==> config.mk <==
export PLATFORM = sky130hd
export DESIGN_NAME = front_panel_menu_controller
export DESIGN_NICKNAME = d
export VERILOG_FILES = /design/src/pkg/panel_pkg.sv /design/src/pkg/panel_ev_if.sv /design/src/verilog/switch_debounce.sv /design/src/verilog/front_panel_menu_controller.sv
export VERILOG_INCLUDE_DIRS = /design/src /design/src/pkg
export SDC_FILE = /design/constraint.sdc
export NUM_CORES = 2
export LEC_CHECK = 0
export BUFFER_PORTS_ARGS = -buffer_cell sky130_fd_sc_hd__buf_2
export CAP_MARGIN = 5
export CORE_MARGIN = 2
export CORE_UTILIZATION = 50
export DETAILED_ROUTE_END_ITERATION = 8
export PLACE_DENSITY = 0.69
export SETUP_SLACK_MARGIN = 0.5
export SLEW_MARGIN = 20
export SYNTH_ARGS = -nofsm -noshare
export SYNTH_HDL_FRONTEND = slang
export SYNTH_HIERARCHICAL = 1
export SYNTH_SLANG_ARGS = --single-unit
==> constraint.sdc <==
create_clock -name clk -period 15.6 [get_ports clk]
set_clock_uncertainty 0.05 [all_clocks]
set_input_delay 0.78 -clock clk [delete_from_list [all_inputs] [get_ports clk]]
set_output_delay 0.78 -clock clk [all_outputs]
set_load 0.1 [all_outputs]
==> src/pkg/panel_cfg.svh <==
// panel_cfg.svh: offsets, reset values and timing counts of the front-panel menu controller
// assumes a 100 MHz system clock; included by bare name
`ifndef PANEL_CFG_SVH
`define PANEL_CFG_SVH

// ----------------------------------------------------------------
// timing
// ----------------------------------------------------------------
`define CLK_MHZ        32'd100
`define TIMEOUT_MS     32'd12000
`define REVISION_MS    32'd2000
`define LAMP_MS        32'd500
`define DEBOUNCE_MS    32'd10
`define MS_TO_CYC(ms)  ((ms) * 32'd1000 * `CLK_MHZ)

// ----------------------------------------------------------------
// apb register offsets
// ----------------------------------------------------------------
`define OFF_SETTINGS   8'h00
`define OFF_NOMINAL    8'h04
`define OFF_WINDOW     8'h08
`define OFF_MEASURED   8'h0C
`define OFF_STATUS     8'h10
`define OFF_CONTROL    8'h14

// ----------------------------------------------------------------
// field positions and reset values
// ----------------------------------------------------------------
`define CTRL_ALARM_EN_BIT 0
`define CTRL_RESET        1'b1
`define CURSOR_RET        2'h3
`define DEF_WINDOW        7'h0A
`define DEF_ADDR          7'h00
`define DEF_NOMINAL       10'h000
`define NOMINAL_MAX       10'h3E7
`define PERCENT_MAX       10'h063
`define FIRMWARE_REV      16'h0100

`endif

==> src/pkg/panel_pkg.sv <==
// panel_pkg: types shared by the front-panel menu controller files
// assumes panel_cfg.svh is on the include path
package panel_pkg;

  typedef enum logic [1:0] {
    IF_RS232 = 2'h0,
    IF_RS422 = 2'h1,
    IF_RS485 = 2'h2
  } iface_t;

  typedef enum logic [18:0] {
    ST_LAMP     = 19'h00001,
    ST_REV      = 19'h00002,
    ST_NORMAL   = 19'h00004,
    ST_MODE     = 19'h00008,
    ST_POS      = 19'h00010,
    ST_LR       = 19'h00020,
    ST_WINQ     = 19'h00040,
    ST_SHOW     = 19'h00080,
    ST_ACT      = 19'h00100,
    ST_NOM      = 19'h00200,
    ST_WIN      = 19'h00400,
    ST_IFACE    = 19'h00800,
    ST_ADDR     = 19'h01000,
    ST_SAVE     = 19'h02000
  } menu_state_t;

  typedef struct packed {
    logic             manual;
    logic             pos2;
    logic             remote;
    iface_t           iface;
    logic [6:0]       addr;
    logic [1:0][9:0]  nominal_current;
    logic [1:0][6:0]  win;
  } settings_t;

endpackage : panel_pkg

==> src/pkg/panel_ev_if.sv <==
// panel_ev_if: one-cycle switch events from the debouncer to the menu logic
// assumes both ends run on the same clock
`timescale 1ns/1ns
interface panel_ev_if;
  logic exec;
  logic left;
  logic right;
  logic up;
  logic down;
  modport src (output exec, left, right, up, down);
  modport dst (input  exec, left, right, up, down);
endinterface : panel_ev_if

==> src/verilog/switch_debounce.sv <==
// switch_debounce: filters the five panel switch contacts into single press events
// assumes raw contacts are synchronous to clk and high while actuated
`timescale 1ns/1ns
module switch_debounce #(
  parameter int unsigned HOLD_CYCLES = 32'd1000000
) (
  input  wire logic       clk,
  input  wire logic       resetn,
  input  wire logic [4:0] raw,
  panel_ev_if.src         ev
);

  logic [4:0]       stable;
  logic [4:0]       pulse;
  logic [4:0][31:0] cnt;

  // ----------------------------------------------------------------
  // per-contact filter: level must hold before it is accepted
  // ----------------------------------------------------------------
  always_ff @(posedge clk) begin
    for (int i = 0; i < 5; i++) begin
      if (!resetn) begin
        cnt[i]    <= 32'h0;
        stable[i] <= 1'b0;
        pulse[i]  <= 1'b0;
      end else if (raw[i] == stable[i]) begin
        cnt[i]   <= 32'h0;
        pulse[i] <= 1'b0;
      end else if (cnt[i] == HOLD_CYCLES - 32'd1) begin
        cnt[i]    <= 32'h0;
        stable[i] <= raw[i];
        pulse[i]  <= raw[i];
      end else begin
        cnt[i]   <= cnt[i] + 32'd1;
        pulse[i] <= 1'b0;
      end
    end
  end

  assign ev.exec  = pulse[0];
  assign ev.left  = pulse[1];
  assign ev.right = pulse[2];
  assign ev.up    = pulse[3];
  assign ev.down  = pulse[4];

endmodule : switch_debounce

==> src/verilog/front_panel_menu_controller.sv <==
// front_panel_menu_controller: menu walk, staged edits, save, boot display and current alarms
// assumes synchronous switch inputs, an external non-volatile store and an APB master
// Function
// - after about 12 s without switch action, drop staged edits and show normal display.
// - staged edits take effect only through execute confirmed at the save menu.
// - save yes commits all edited settings; save no restores the earlier settings.
// - power-up lights all segments, shows revision about 2 s, then normal display.
// - committed settings live in non-volatile storage and reload after power returns.
// - normal display shows measured currents above, path and switch position below.
// - horizontal moves cursor one place; vertical changes the value under the cursor.
// - menus run mode, position if manual, local/remote, windows, interface, address, save.
// - execute advances to next menu; on the return marker it jumps to save.
// - vertical toggles auto/manual, switch position and local/remote choices.
// - window question yes enters amplifier sub-sequence; no skips to next menu.
// - first sub-menu shows stored nominal and live measured current, execute advances.
// - set-to-actual yes copies first amplifier measurement to nominal; no goes manual entry.
// - second amplifier sub-menus behave the same, then lead to window setting.
// - alarm when measured current leaves nominal by more than the window percentage.
// - remote interface menu cycles RS232, RS422 and RS485.
// - multidrop address adjustable, starts at 00, used only with RS485.
//
// Register access over APB and the placing of the registers were decided locally.
`timescale 1ns/1ns
`include "panel_cfg.svh"
module front_panel_menu_controller import panel_pkg::*; #(
  parameter int unsigned TIMEOUT_CYCLES  = `MS_TO_CYC(`TIMEOUT_MS),
  parameter int unsigned REVISION_CYCLES = `MS_TO_CYC(`REVISION_MS),
  parameter int unsigned LAMP_CYCLES     = `MS_TO_CYC(`LAMP_MS),
  parameter int unsigned DEBOUNCE_CYCLES = `MS_TO_CYC(`DEBOUNCE_MS)
) (
  input  wire logic        clk,
  input  wire logic        resetn,
  input  wire logic        sw_exec,
  input  wire logic        sw_left,
  input  wire logic        sw_right,
  input  wire logic        sw_up,
  input  wire logic        sw_down,
  input  wire logic [9:0]  meas1,
  input  wire logic [9:0]  meas2,
  input  wire logic        nv_valid,
  input  wire logic [45:0] nv_rdata,
  output logic             nv_write,
  output logic [45:0]      nv_wdata,
  output logic             disp_all_on,
  output logic [15:0]      disp_revision,
  output logic [18:0]      disp_menu,
  output logic [1:0]       disp_cursor,
  output logic [9:0]       disp_value,
  output logic [9:0]       disp_meas1,
  output logic [9:0]       disp_meas2,
  output logic             disp_path,
  output logic             manual_mode,
  output logic             switch_pos2,
  output logic             remote_mode,
  output logic [1:0]       iface_sel,
  output logic [6:0]       mdrop_addr,
  output logic             mdrop_active,
  output logic [1:0]       alarm,
  input  wire logic        psel,
  input  wire logic        penable,
  input  wire logic        pwrite,
  input  wire logic [7:0]  paddr,
  input  wire logic [31:0] pwdata,
  output logic [31:0]      prdata,
  output logic             pready,
  output logic             pslverr
);

  localparam settings_t DEFAULTS = '{manual: 1'b0, pos2: 1'b0, remote: 1'b0, iface: IF_RS232,
                                     addr: `DEF_ADDR, nominal_current: {`DEF_NOMINAL, `DEF_NOMINAL},
                                     win: {`DEF_WINDOW, `DEF_WINDOW}};

  panel_ev_if ev ();

  menu_state_t state;
  settings_t   committed;
  settings_t   staged;
  logic        amp;
  logic        yes;
  logic [1:0]  cursor;
  logic [31:0] tick;
  logic        loaded;
  logic        alarm_en;
  logic        any_ev;
  logic        on_ret;
  logic        commit;
  logic [9:0]  meas_sel;

  // ----------------------------------------------------------------
  // helpers
  // ----------------------------------------------------------------
  function automatic logic [9:0] adjust(input logic [9:0] val, input logic [1:0] cur,
                                        input logic up, input logic [9:0] maxv);
    logic [9:0] step;
    step = (cur == 2'h0) ? 10'd100 : (cur == 2'h1) ? 10'd10 : 10'd1;
    if (up) begin
      adjust = (val > maxv - step) ? maxv : val + step;
    end else begin
      adjust = (val < step) ? 10'h000 : val - step;
    end
  endfunction : adjust

  function automatic logic outside(input logic [9:0] m, input logic [9:0] n, input logic [6:0] w);
    logic [9:0]  diff;
    logic [16:0] lhs;
    logic [16:0] rhs;
    diff = (m > n) ? m - n : n - m;
    lhs  = 17'(diff) * 17'd100;
    rhs  = 17'(w) * 17'(n);
    outside = lhs > rhs;
  endfunction : outside

  // ----------------------------------------------------------------
  // switch events
  // ----------------------------------------------------------------
  switch_debounce #(
    .HOLD_CYCLES (DEBOUNCE_CYCLES)
  ) u_debounce (
    .clk    (clk),
    .resetn (resetn),
    .raw    ({sw_down, sw_up, sw_right, sw_left, sw_exec}),
    .ev     (ev)
  );

  assign any_ev   = ev.exec | ev.left | ev.right | ev.up | ev.down;
  assign on_ret   = (cursor == `CURSOR_RET);
  assign commit   = (state == ST_SAVE) && ev.exec && yes;
  assign meas_sel = amp ? meas2 : meas1;

  // ----------------------------------------------------------------
  // menu walk, cursor, staged edits, timers
  // ----------------------------------------------------------------
  always_ff @(posedge clk) begin
    if (!resetn) begin
      state  <= ST_LAMP;
      staged <= DEFAULTS;
      amp    <= 1'b0;
      yes    <= 1'b0;
      cursor <= 2'h0;
      tick   <= 32'h0;
    end else begin
      tick <= (any_ev || tick == 32'hFFFFFFFF) ? 32'h0 : tick + 32'd1;
      if (ev.left) begin
        cursor <= cursor - 2'h1;
      end else if (ev.right) begin
        cursor <= cursor + 2'h1;
      end
      if (ev.exec) begin
        cursor <= 2'h0;
      end
      case (state)
        ST_LAMP: begin
          if (tick >= LAMP_CYCLES - 32'd1) begin
            state <= ST_REV;
            tick  <= 32'h0;
          end
        end
        ST_REV: begin
          if (tick >= REVISION_CYCLES - 32'd1) begin
            state <= ST_NORMAL;
          end
        end
        ST_NORMAL: begin
          cursor <= 2'h0;
          if (ev.exec) begin
            staged <= committed;
            state  <= ST_MODE;
          end
        end
        default: begin
          if (tick >= TIMEOUT_CYCLES - 32'd1 && !any_ev) begin
            state <= ST_NORMAL;
          end else if (ev.exec && on_ret && state != ST_SAVE) begin
            state <= ST_SAVE;
            yes   <= 1'b1;
          end else begin
            case (state)
              ST_MODE: begin
                if (ev.up || ev.down) staged.manual <= !staged.manual;
                if (ev.exec) state <= staged.manual ? ST_POS : ST_LR;
              end
              ST_POS: begin
                if (ev.up || ev.down) staged.pos2 <= !staged.pos2;
                if (ev.exec) state <= ST_LR;
              end
              ST_LR: begin
                if (ev.up || ev.down) staged.remote <= !staged.remote;
                if (ev.exec) begin
                  state <= ST_WINQ;
                  amp   <= 1'b0;
                  yes   <= 1'b0;
                end
              end
              ST_WINQ: begin
                if ((ev.up || ev.down) && !on_ret) yes <= !yes;
                if (ev.exec) begin
                  if (yes) begin
                    state <= ST_SHOW;
                  end else if (!amp) begin
                    amp <= 1'b1;
                  end else begin
                    state <= ST_IFACE;
                  end
                end
              end
              ST_SHOW: begin
                if (ev.exec) begin
                  state <= ST_ACT;
                  yes   <= 1'b1;
                end
              end
              ST_ACT: begin
                if ((ev.up || ev.down) && !on_ret) yes <= !yes;
                if (ev.exec && yes) begin
                  staged.nominal_current[amp] <= meas_sel;
                  state           <= ST_WIN;
                end else if (ev.exec) begin
                  state <= ST_NOM;
                end
              end
              ST_NOM: begin
                if ((ev.up || ev.down) && !on_ret) begin
                  staged.nominal_current[amp] <= adjust(staged.nominal_current[amp], cursor, ev.up, `NOMINAL_MAX);
                end
                if (ev.exec) state <= ST_WIN;
              end
              ST_WIN: begin
                if ((ev.up || ev.down) && !on_ret) begin
                  staged.win[amp] <= 7'(adjust(10'(staged.win[amp]), cursor, ev.up, `PERCENT_MAX));
                end
                if (ev.exec && !amp) begin
                  state <= ST_WINQ;
                  amp   <= 1'b1;
                  yes   <= 1'b0;
                end else if (ev.exec) begin
                  state <= ST_IFACE;
                end
              end
              ST_IFACE: begin
                if ((ev.up || ev.down) && !on_ret) begin
                  staged.iface <= (staged.iface == IF_RS485) ? IF_RS232 : iface_t'(staged.iface + 2'h1);
                end
                if (ev.exec) state <= ST_ADDR;
              end
              ST_ADDR: begin
                if ((ev.up || ev.down) && !on_ret) begin
                  staged.addr <= 7'(adjust(10'(staged.addr), cursor, ev.up, `PERCENT_MAX));
                end
                if (ev.exec) begin
                  state <= ST_SAVE;
                  yes   <= 1'b1;
                end
              end
              ST_SAVE: begin
                if (ev.up || ev.down) yes <= !yes;
                if (ev.exec) state <= ST_NORMAL;
              end
              default: begin
                state <= ST_NORMAL;
              end
            endcase
          end
        end
      endcase
    end
  end

  // ----------------------------------------------------------------
  // committed settings and non-volatile store
  // ----------------------------------------------------------------
  always_ff @(posedge clk) begin
    if (!resetn) begin
      committed <= DEFAULTS;
      loaded    <= 1'b0;
      nv_write  <= 1'b0;
      nv_wdata  <= 46'h0;
    end else begin
      loaded   <= 1'b1;
      nv_write <= commit;
      if (!loaded && nv_valid) begin
        committed <= nv_rdata;
      end else if (commit) begin
        committed <= staged;
        nv_wdata  <= staged;
      end
    end
  end

  // ----------------------------------------------------------------
  // setting outputs and alarms
  // ----------------------------------------------------------------
  always_ff @(posedge clk) begin
    if (!resetn) begin
      manual_mode  <= 1'b0;
      switch_pos2  <= 1'b0;
      remote_mode  <= 1'b0;
      iface_sel    <= 2'h0;
      mdrop_addr   <= 7'h00;
      mdrop_active <= 1'b0;
      alarm        <= 2'h0;
    end else begin
      manual_mode  <= committed.manual;
      switch_pos2  <= committed.pos2;
      remote_mode  <= committed.remote;
      iface_sel    <= committed.iface;
      mdrop_addr   <= committed.addr;
      mdrop_active <= committed.remote && committed.iface == IF_RS485;
      alarm[0]     <= alarm_en && outside(meas1, committed.nominal_current[0], committed.win[0]);
      alarm[1]     <= alarm_en && outside(meas2, committed.nominal_current[1], committed.win[1]);
    end
  end

  // ----------------------------------------------------------------
  // display
  // ----------------------------------------------------------------
  always_ff @(posedge clk) begin
    if (!resetn) begin
      disp_all_on   <= 1'b1;
      disp_revision <= 16'h0000;
      disp_menu     <= 19'h00001;
      disp_cursor   <= 2'h0;
      disp_value    <= 10'h000;
      disp_meas1    <= 10'h000;
      disp_meas2    <= 10'h000;
      disp_path     <= 1'b0;
    end else begin
      disp_all_on   <= (state == ST_LAMP);
      disp_revision <= (state == ST_REV) ? `FIRMWARE_REV : 16'h0000;
      disp_menu     <= state;
      disp_cursor   <= cursor;
      disp_meas1    <= meas1;
      disp_meas2    <= meas2;
      disp_path     <= committed.pos2;
      case (state)
        ST_MODE:  disp_value <= {9'h0, staged.manual};
        ST_POS:   disp_value <= {9'h0, staged.pos2};
        ST_LR:    disp_value <= {9'h0, staged.remote};
        ST_SHOW:  disp_value <= staged.nominal_current[amp];
        ST_ACT:   disp_value <= meas_sel;
        ST_NOM:   disp_value <= staged.nominal_current[amp];
        ST_WIN:   disp_value <= {3'h0, staged.win[amp]};
        ST_IFACE: disp_value <= {8'h0, staged.iface};
        ST_ADDR:  disp_value <= {3'h0, staged.addr};
        ST_WINQ:  disp_value <= {9'h0, yes};
        ST_SAVE:  disp_value <= {9'h0, yes};
        default:  disp_value <= 10'h000;
      endcase
    end
  end

  // ----------------------------------------------------------------
  // apb slave
  // ----------------------------------------------------------------
  always_ff @(posedge clk) begin
    if (!resetn) begin
      pready   <= 1'b0;
      pslverr  <= 1'b0;
      prdata   <= 32'h0;
      alarm_en <= `CTRL_RESET;
    end else begin
      pready  <= psel && penable && !pready;
      pslverr <= 1'b0;
      prdata  <= 32'h0;
      if (psel && penable && !pready) begin
        case (paddr)
          `OFF_SETTINGS: prdata <= {20'h0, committed.addr, committed.iface, committed.remote,
                                    committed.pos2, committed.manual};
          `OFF_NOMINAL:  prdata <= {6'h0, committed.nominal_current[1], 6'h0, committed.nominal_current[0]};
          `OFF_WINDOW:   prdata <= {9'h0, committed.win[1], 9'h0, committed.win[0]};
          `OFF_MEASURED: prdata <= {6'h0, meas2, 6'h0, meas1};
          `OFF_STATUS:   prdata <= {6'h0, cursor, 2'h0, alarm, 1'b0, state};
          `OFF_CONTROL:  prdata <= {31'h0, alarm_en};
          default:       pslverr <= 1'b1;
        endcase
      end
      if (psel && penable && pready && pwrite && paddr == `OFF_CONTROL) begin
        alarm_en <= pwdata[`CTRL_ALARM_EN_BIT];
      end
    end
  end

endmodule : front_panel_menu_controller

# == Word level (Yosys, flattened, before mapping) ==
# Cells that the tools add are included.
# W data, S select, Z words.
# classes
n_addsub,21
mul,4
magnitude_cmp,15
eq_ne,63
muxes,103
bitwise,20
reduce_logical,79
# op_table
cell,n
$mux W19,20
$mux W46,5
$pmux W19 S11,1
$add A32 B1 Y32 const B,6
$eq A32 B20 Y1 const B,5
$pmux W26 S6,1
$mux W10,15
$mux W7,18
$mux W32,3
$pmux W46 S2,1
$pmux W10 S9,1
$pmux W19 S3,1
$sub A10 B10 Y10,5
$ne A6 B5 Y1 const B,8
$bwmux W20,2
$mux W20,2
$pmux W20 S2,1
$reduce_and A6 Y1,6
$reduce_or A3 Y1,12
$gt A17 B17 Y1,2
$mul A7 B10 Y17,2
$eq A32 B32 Y1 const B,1
$ge A32 B26 Y1 const B,1
$ge A32 B28 Y1 const B,1
72 further kinds,185
# word_totals
regBits,483

# == Logic depth before layout (Yosys ltp) ==
# logic_depth
depth_word,19
ltp_mapped,34

# == Cells and area by module ==
# The synthesis kept the hierarchy.
# by_module_without_submodules
module,n_inst,cells_each,area_each_um2
front_panel_menu_controller,1,2956,23480.0
switch_debounce,1,933,7868.8

# == Worst setup path after synthesis ==
# No wires, ideal clock.
# synth_path
path_type,input-to-reg
startpoint,in meas2[0]
endpoint,reg alarm[1]
setup_time_ns,0.103
arrival_ns,7.038
required_time_ns,15.447
setup_slack_ns,8.408
stages,30
n_path_buf,0
cell_sequence,inv_1 ha_1 inv_1 fa_1 a21oi_1 o211ai_1 o41a_1 nand2_1 mux2_2 o22a_1 and2_1 xor2_1 ha_1 ha_1 inv_1 fa_1 inv_1 ha_1 a21boi_0 o21ai_0 a21boi_0 o21ai_0 a2111o_1 o311ai_0 ha_1 nand2_1 nor3_1 and3_1 a31o_2 a2111oi_2
# synth_between
elab_chain_cells,5
word_cells_on_any_way,7
cone_classes,add/sub (2); mul (1); order compare (2); mux (1); reduce/logical (1)
# synth_rtl
element,line,text
start: declaration,front_panel_menu_controller.sv:39,"input wire logic [9:0] meas2,"
$sub A10 B10 Y10 / $gt A10 B10 Y1 (equally long branches),front_panel_menu_controller.sv:107,diff = (m > n) ? m - n : n - m;
$mux W10 *,front_panel_menu_controller.sv:107,
$mul A10 B5 Y15 *,front_panel_menu_controller.sv:108,lhs = 17'(diff) * 17'd100;
$gt A17 B17 Y1 *,front_panel_menu_controller.sv:110,outside = lhs > rhs;
$logic_and A1 B1 Y1 *,front_panel_menu_controller.sv:309,"alarm[1] <= alarm_en && outside(meas2, committed.nominal_current[1], committed.win[1]);"
end signal: assignment,front_panel_menu_controller.sv:309,
end: declaration,front_panel_menu_controller.sv:58,"output logic [1:0] alarm,"
# Mark *: on every way between the ends. The rest lies on a longest branch, timed or not.
# A chain may end at the register's enable or synchronous reset.

# == Worst setup path after layout ==
# layout_path
startpoint,reg committed[24] (netlist bit)
endpoint,reg alarm[1]
# layout_between
elab_chain_cells,5
word_cells_on_any_way,8
cone_classes,add/sub (2); mul (2); order compare (2); mux (1); reduce/logical (1)
# layout_rtl
element,line,text
start: declaration,front_panel_menu_controller.sv:76,settings_t committed;
start signal: assignment,front_panel_menu_controller.sv:281,committed <= nv_rdata;
start signal: assignment,front_panel_menu_controller.sv:283,committed <= staged;
$sub A10 B10 Y10 / $gt A10 B10 Y1 (equally long branches),front_panel_menu_controller.sv:107,
$mux W10,front_panel_menu_controller.sv:107,
$mul A10 B5 Y15,front_panel_menu_controller.sv:108,
$gt A17 B17 Y1 *,front_panel_menu_controller.sv:110,
$logic_and A1 B1 Y1 *,front_panel_menu_controller.sv:309,
# Marks and branches as above.

==> results.py <==
metrics = {
    "timing": {
        "fin_ws_ps": 7659,
        "slew_headroom": 0.2760,
        "tightest_slew_ps": 1083,
        "rsz0062_at_grt": "no",
        "min_period_ps": 7941,
        "hold_ws_ps": 334.0,
        "tns_ps": 0,
        "setup_viol": 0,
        "drv_slew": 0,
        "hold_viol": 0,
        "finalCritPeriodShare": 0.5090,
        "fmax_mhz": 125.9,
    },
    "synth": {
        "synth_seq_cells": 450,
        "seq_area_frac_synth": 0.2874,
        "syn-mean-instance-area_um2": 8.061,
        "yosysWarningCount": 6,
        "synth_edf_count": 0,
        "syn_inst": 3889,
        "ys.flop_type": "dfxtp_1",
        "syn_area_um2": 31350,
        "ys_types": 93,
        "async_flop_share": 0,
    },
    "floorplan": {
        "dieArea_um2": 64720,
        "rows": 91,
        "start_util": 0.5071,
        "io_pins": 282,
        "fp.dieH_um": 254.4,
        "coreArea_um2": 61830,
        "die_w_um": 254.4,
    },
    "global_routing": {
        "overflow": 0,
        "antenna_found_initial": 4,
        "grt_pass1_wl_mm": 143.2,
        "grt.total_usage": 0.2776,
        "grt_max_degree": 74,
        "grt_pass1_vias": 26195,
    },
    "setup_path": {
        "crit_required_ps": 16030,
        "r2r_slack_ps": 7660,
        "start_kind": "register",
        "critPathBufInv": 3,
        "reg2reg_to": "alarm[1]",
        "critical_path_class": "reg -> reg",
        "critPathMostFrequentCell": "ha_1",
        "critPathTopFamily": "compound AO/OA/AOI/OAI gates",
        "r2r-start": "committed[24]",
        "max_stage_delay_ps": 570,
        "cp_num_cells": 29,
        "cp-end-kind": "register",
        "worstPathArrival_ps": 8370,
        "reg2reg_depth": 29,
        "crit_slowest_cell": "dfxtp_1",
        "cp_max_fo": 12,
    },
    "clocking": {
        "post_cts_buffers": 0,
        "cts_tree": "built",
        "clock-sinks": 450,
        "clock_latency_ps": 620,
        "cts_resized": 0,
        "cts_hold_buf": 0,
        "path_clk_slew_ps": 60,
        "clock_path_buffers": 3,
        "cts-root-buf": "clkbuf_16",
        "cts_made_buffers": 49,
        "h-tree-depth": 2,
    },
    "route": {
        "vias": 28098,
        "drtPass1Iterations": 5,
        "ant_nets": 0,
        "vias_per_cell": 5.773,
        "drt_iter0_markers": 2085,
        "wl_per_cell_um": 18.91,
        "drc": 0,
        "wl_mm": 92.05,
    },
    "power": {
        "ir_worst_vdd_uv": 105.4,
        "p_per_area_nw_per_um2": 114.7,
        "p_leak_uw": 0.01456,
    },
    "layout": {
        "nFillCells": 5814,
        "drive_gt1_frac": 0.1053,
        "layout.nets": 4465,
        "design_area_um2": 34500,
        "area_growth_pct": 10.06,
        "final_cells": 4867,
    },
    "hold_path": {
        "hold_path.startpoint": "pwdata[0]",
        "whs_endpoint": "alarm_en",
        "whs_path_depth": 3,
        "hold_class": "in -> reg",
    },
    "placed_design": {
        "dp_slack_ps": 7261,
        "numPortBuffers": 222,
        "placed_area_um2": 32760,
        "place_congestion": 0.9993,
        "hpwl_mm": 68.98,
        "placed_cells": 4774,
    },
    "run_status": {
        "status": "completed",
    },
    "run": {
        "cap_violations": 0,
    },
}
==> final cells by class <==
cell class / instances / area [µm²] / area share
Clock buffer: 68 / 1418 / 0.04109
Antenna cell: 3 / 7.507 / 0.0002176
Timing Repair Buffer: 247 / 1301 / 0.03771
Sequential cell: 450 / 9010 / 0.2611
Multi-Input combinational cell: 2962 / 20370 / 0.5904
Tap cell: 837 / 1047 / 0.03035
Inverter: 279 / 1050 / 0.03043
Clock inverter: 21 / 297.8 / 0.008631
==> report_power, final <==
part	internal (µW)	switching (µW)	leakage [µW]	total [µW]
clock	721	503	0.000832	1220
combinational	648	881	0.0101	1530
sequential	1170	35.8	0.00364	1200
total	2540	1420	0.0146	3960
==> metal layers <==
layer / GRT usage / vias up / routed length (µm)
li1: - / 13622 / -
met1: 0.3626 / 13361 / 39430
met2: 0.4535 / 916 / 41830
met3: 0.04338 / 195 / 6801
met4: 0.1227 / 4 / 3960
met5: 0 / - / 23
==> kinds of logic after synthesis <==
logic type / Yosys count / synth area share
xor gates and xnor gates: 240 / 0.06705
other: 1 / 0.0001196
adders and majority gates: 359 / 0.1668
muxes: 51 / 0.01800
AOI/OAI and AO/OA: 701 / 0.1494
buffers and inverters: 504 / 0.06765
DFF: 450 / 0.2874
and+or+nand+nor: 1583 / 0.2437
==> cells in the final DEF (no fill, tap or decap), drive strengths merged, types with 15 or more instances in the layout <==
master / count
nand2: 528
dfxtp: 450
nor2: 394
inv: 280
ha: 261
buf: 246
a21oi: 200
xor2: 139
o21ai: 124
nand3: 116
and2: 111
xnor2: 101
fa: 98
nand4: 90
nor3: 78
clkbuf: 69
nor4: 65
a311oi: 53
and3: 49
a21o: 42
a31oi: 32
nor2b: 31
mux2: 31
a22oi: 30
o211ai: 28
conb: 28
mux2i: 20
and4: 19
a211oi: 18
or3: 18
o21a: 17
a221oi: 17
nand2b: 16
o31ai: 15
==> synthesized netlist by cell type, types with 9 or more instances <==
library cell	number	area, µm²
a211o_1	12	105.1
a211oi_1	18	135.1
a21o_1	42	315.3
a21oi_1	200	1001
a221oi_1	17	148.9
a222oi_1	10	100.1
a22o_1	9	78.83
a22oi_1	30	225.2
a311oi_1	53	464.2
a31oi_1	32	200.2
and2_1	109	681.9
and3_1	48	300.3
and4_1	17	148.9
buf_1	9	33.78
buf_2	42	210.2
buf_4	37	277.8
clkbuf_1	132	495.5
dfxtp_1	450	9009
fa_1	98	1962
ha_1	261	3266
inv_1	278	1044
mux2_2	27	304.0
mux2i_1	20	200.2
nand2_1	527	1978
nand2b_1	16	100.1
nand3_1	114	570.6
nand3b_1	9	67.56
nand4_1	87	544.3
nor2_1	390	1464
nor2b_1	31	193.9
nor3_1	76	380.4
nor4_1	57	356.6
nor4b_1	12	105.1
o211ai_1	28	210.2
o21a_1	17	127.6
o21ai_0	118	590.6
o21bai_1	13	97.59
o31ai_1	15	112.6
or2_2	13	81.33
or3_1	17	106.4
or4_1	9	67.56
xnor2_1	101	884.6
xor2_1	139	1217
==> state kept, by name (all words and copies together), names as in the netlist, 14 cells and up <==
register	cells
nv_wdata	46
tick	32
state	14
disp_menu	14
committed	46
u_debounce/cnt	160
prdata	24
staged	46
==> worst max-delay path by stage <==
| stage | start | slack, ps | to |
|---|---|---|---|
| 2_1_floorplan | meas2[0] | 8410 | alarm[1] |
| 3_3_place_gp | meas2[0] | 7380 | alarm[1] |
| 3_5_place_dp | meas1[7] | 7260 | alarm[0] |
| 4_1_cts | committed[24] | 7700 | alarm[1] |
| 5_1_grt | committed[23] | 7130 | alarm[0] |
| 6_report | committed[24] | 7660 | alarm[1] |
==> worst reg2reg max path, delay by kind of cell (launching register included) <==
| family | cells | cell delay, ps |
|---|---|---|
| fa+ha+maj | 7 | 2430 |
| mux | 1 | 400 |
| compound gates | 13 | 3050 |
| buf+inv | 3 | 170 |
| xor+xnor | 1 | 290 |
| flops | 1 | 570 |
| simple gates | 4 | 870 |
==> metrics by stage <==
stage	util	power [µW]
2_1_floorplan	-	2434
3_5_place_dp	0.5299	2750
5_1_grt	0.5580	4250
3_3_place_gp	0.5299	2705
6_report	0.5581	3956
4_1_cts	0.5576	3987
Note: power is estimated with default switching activity, not from simulation.
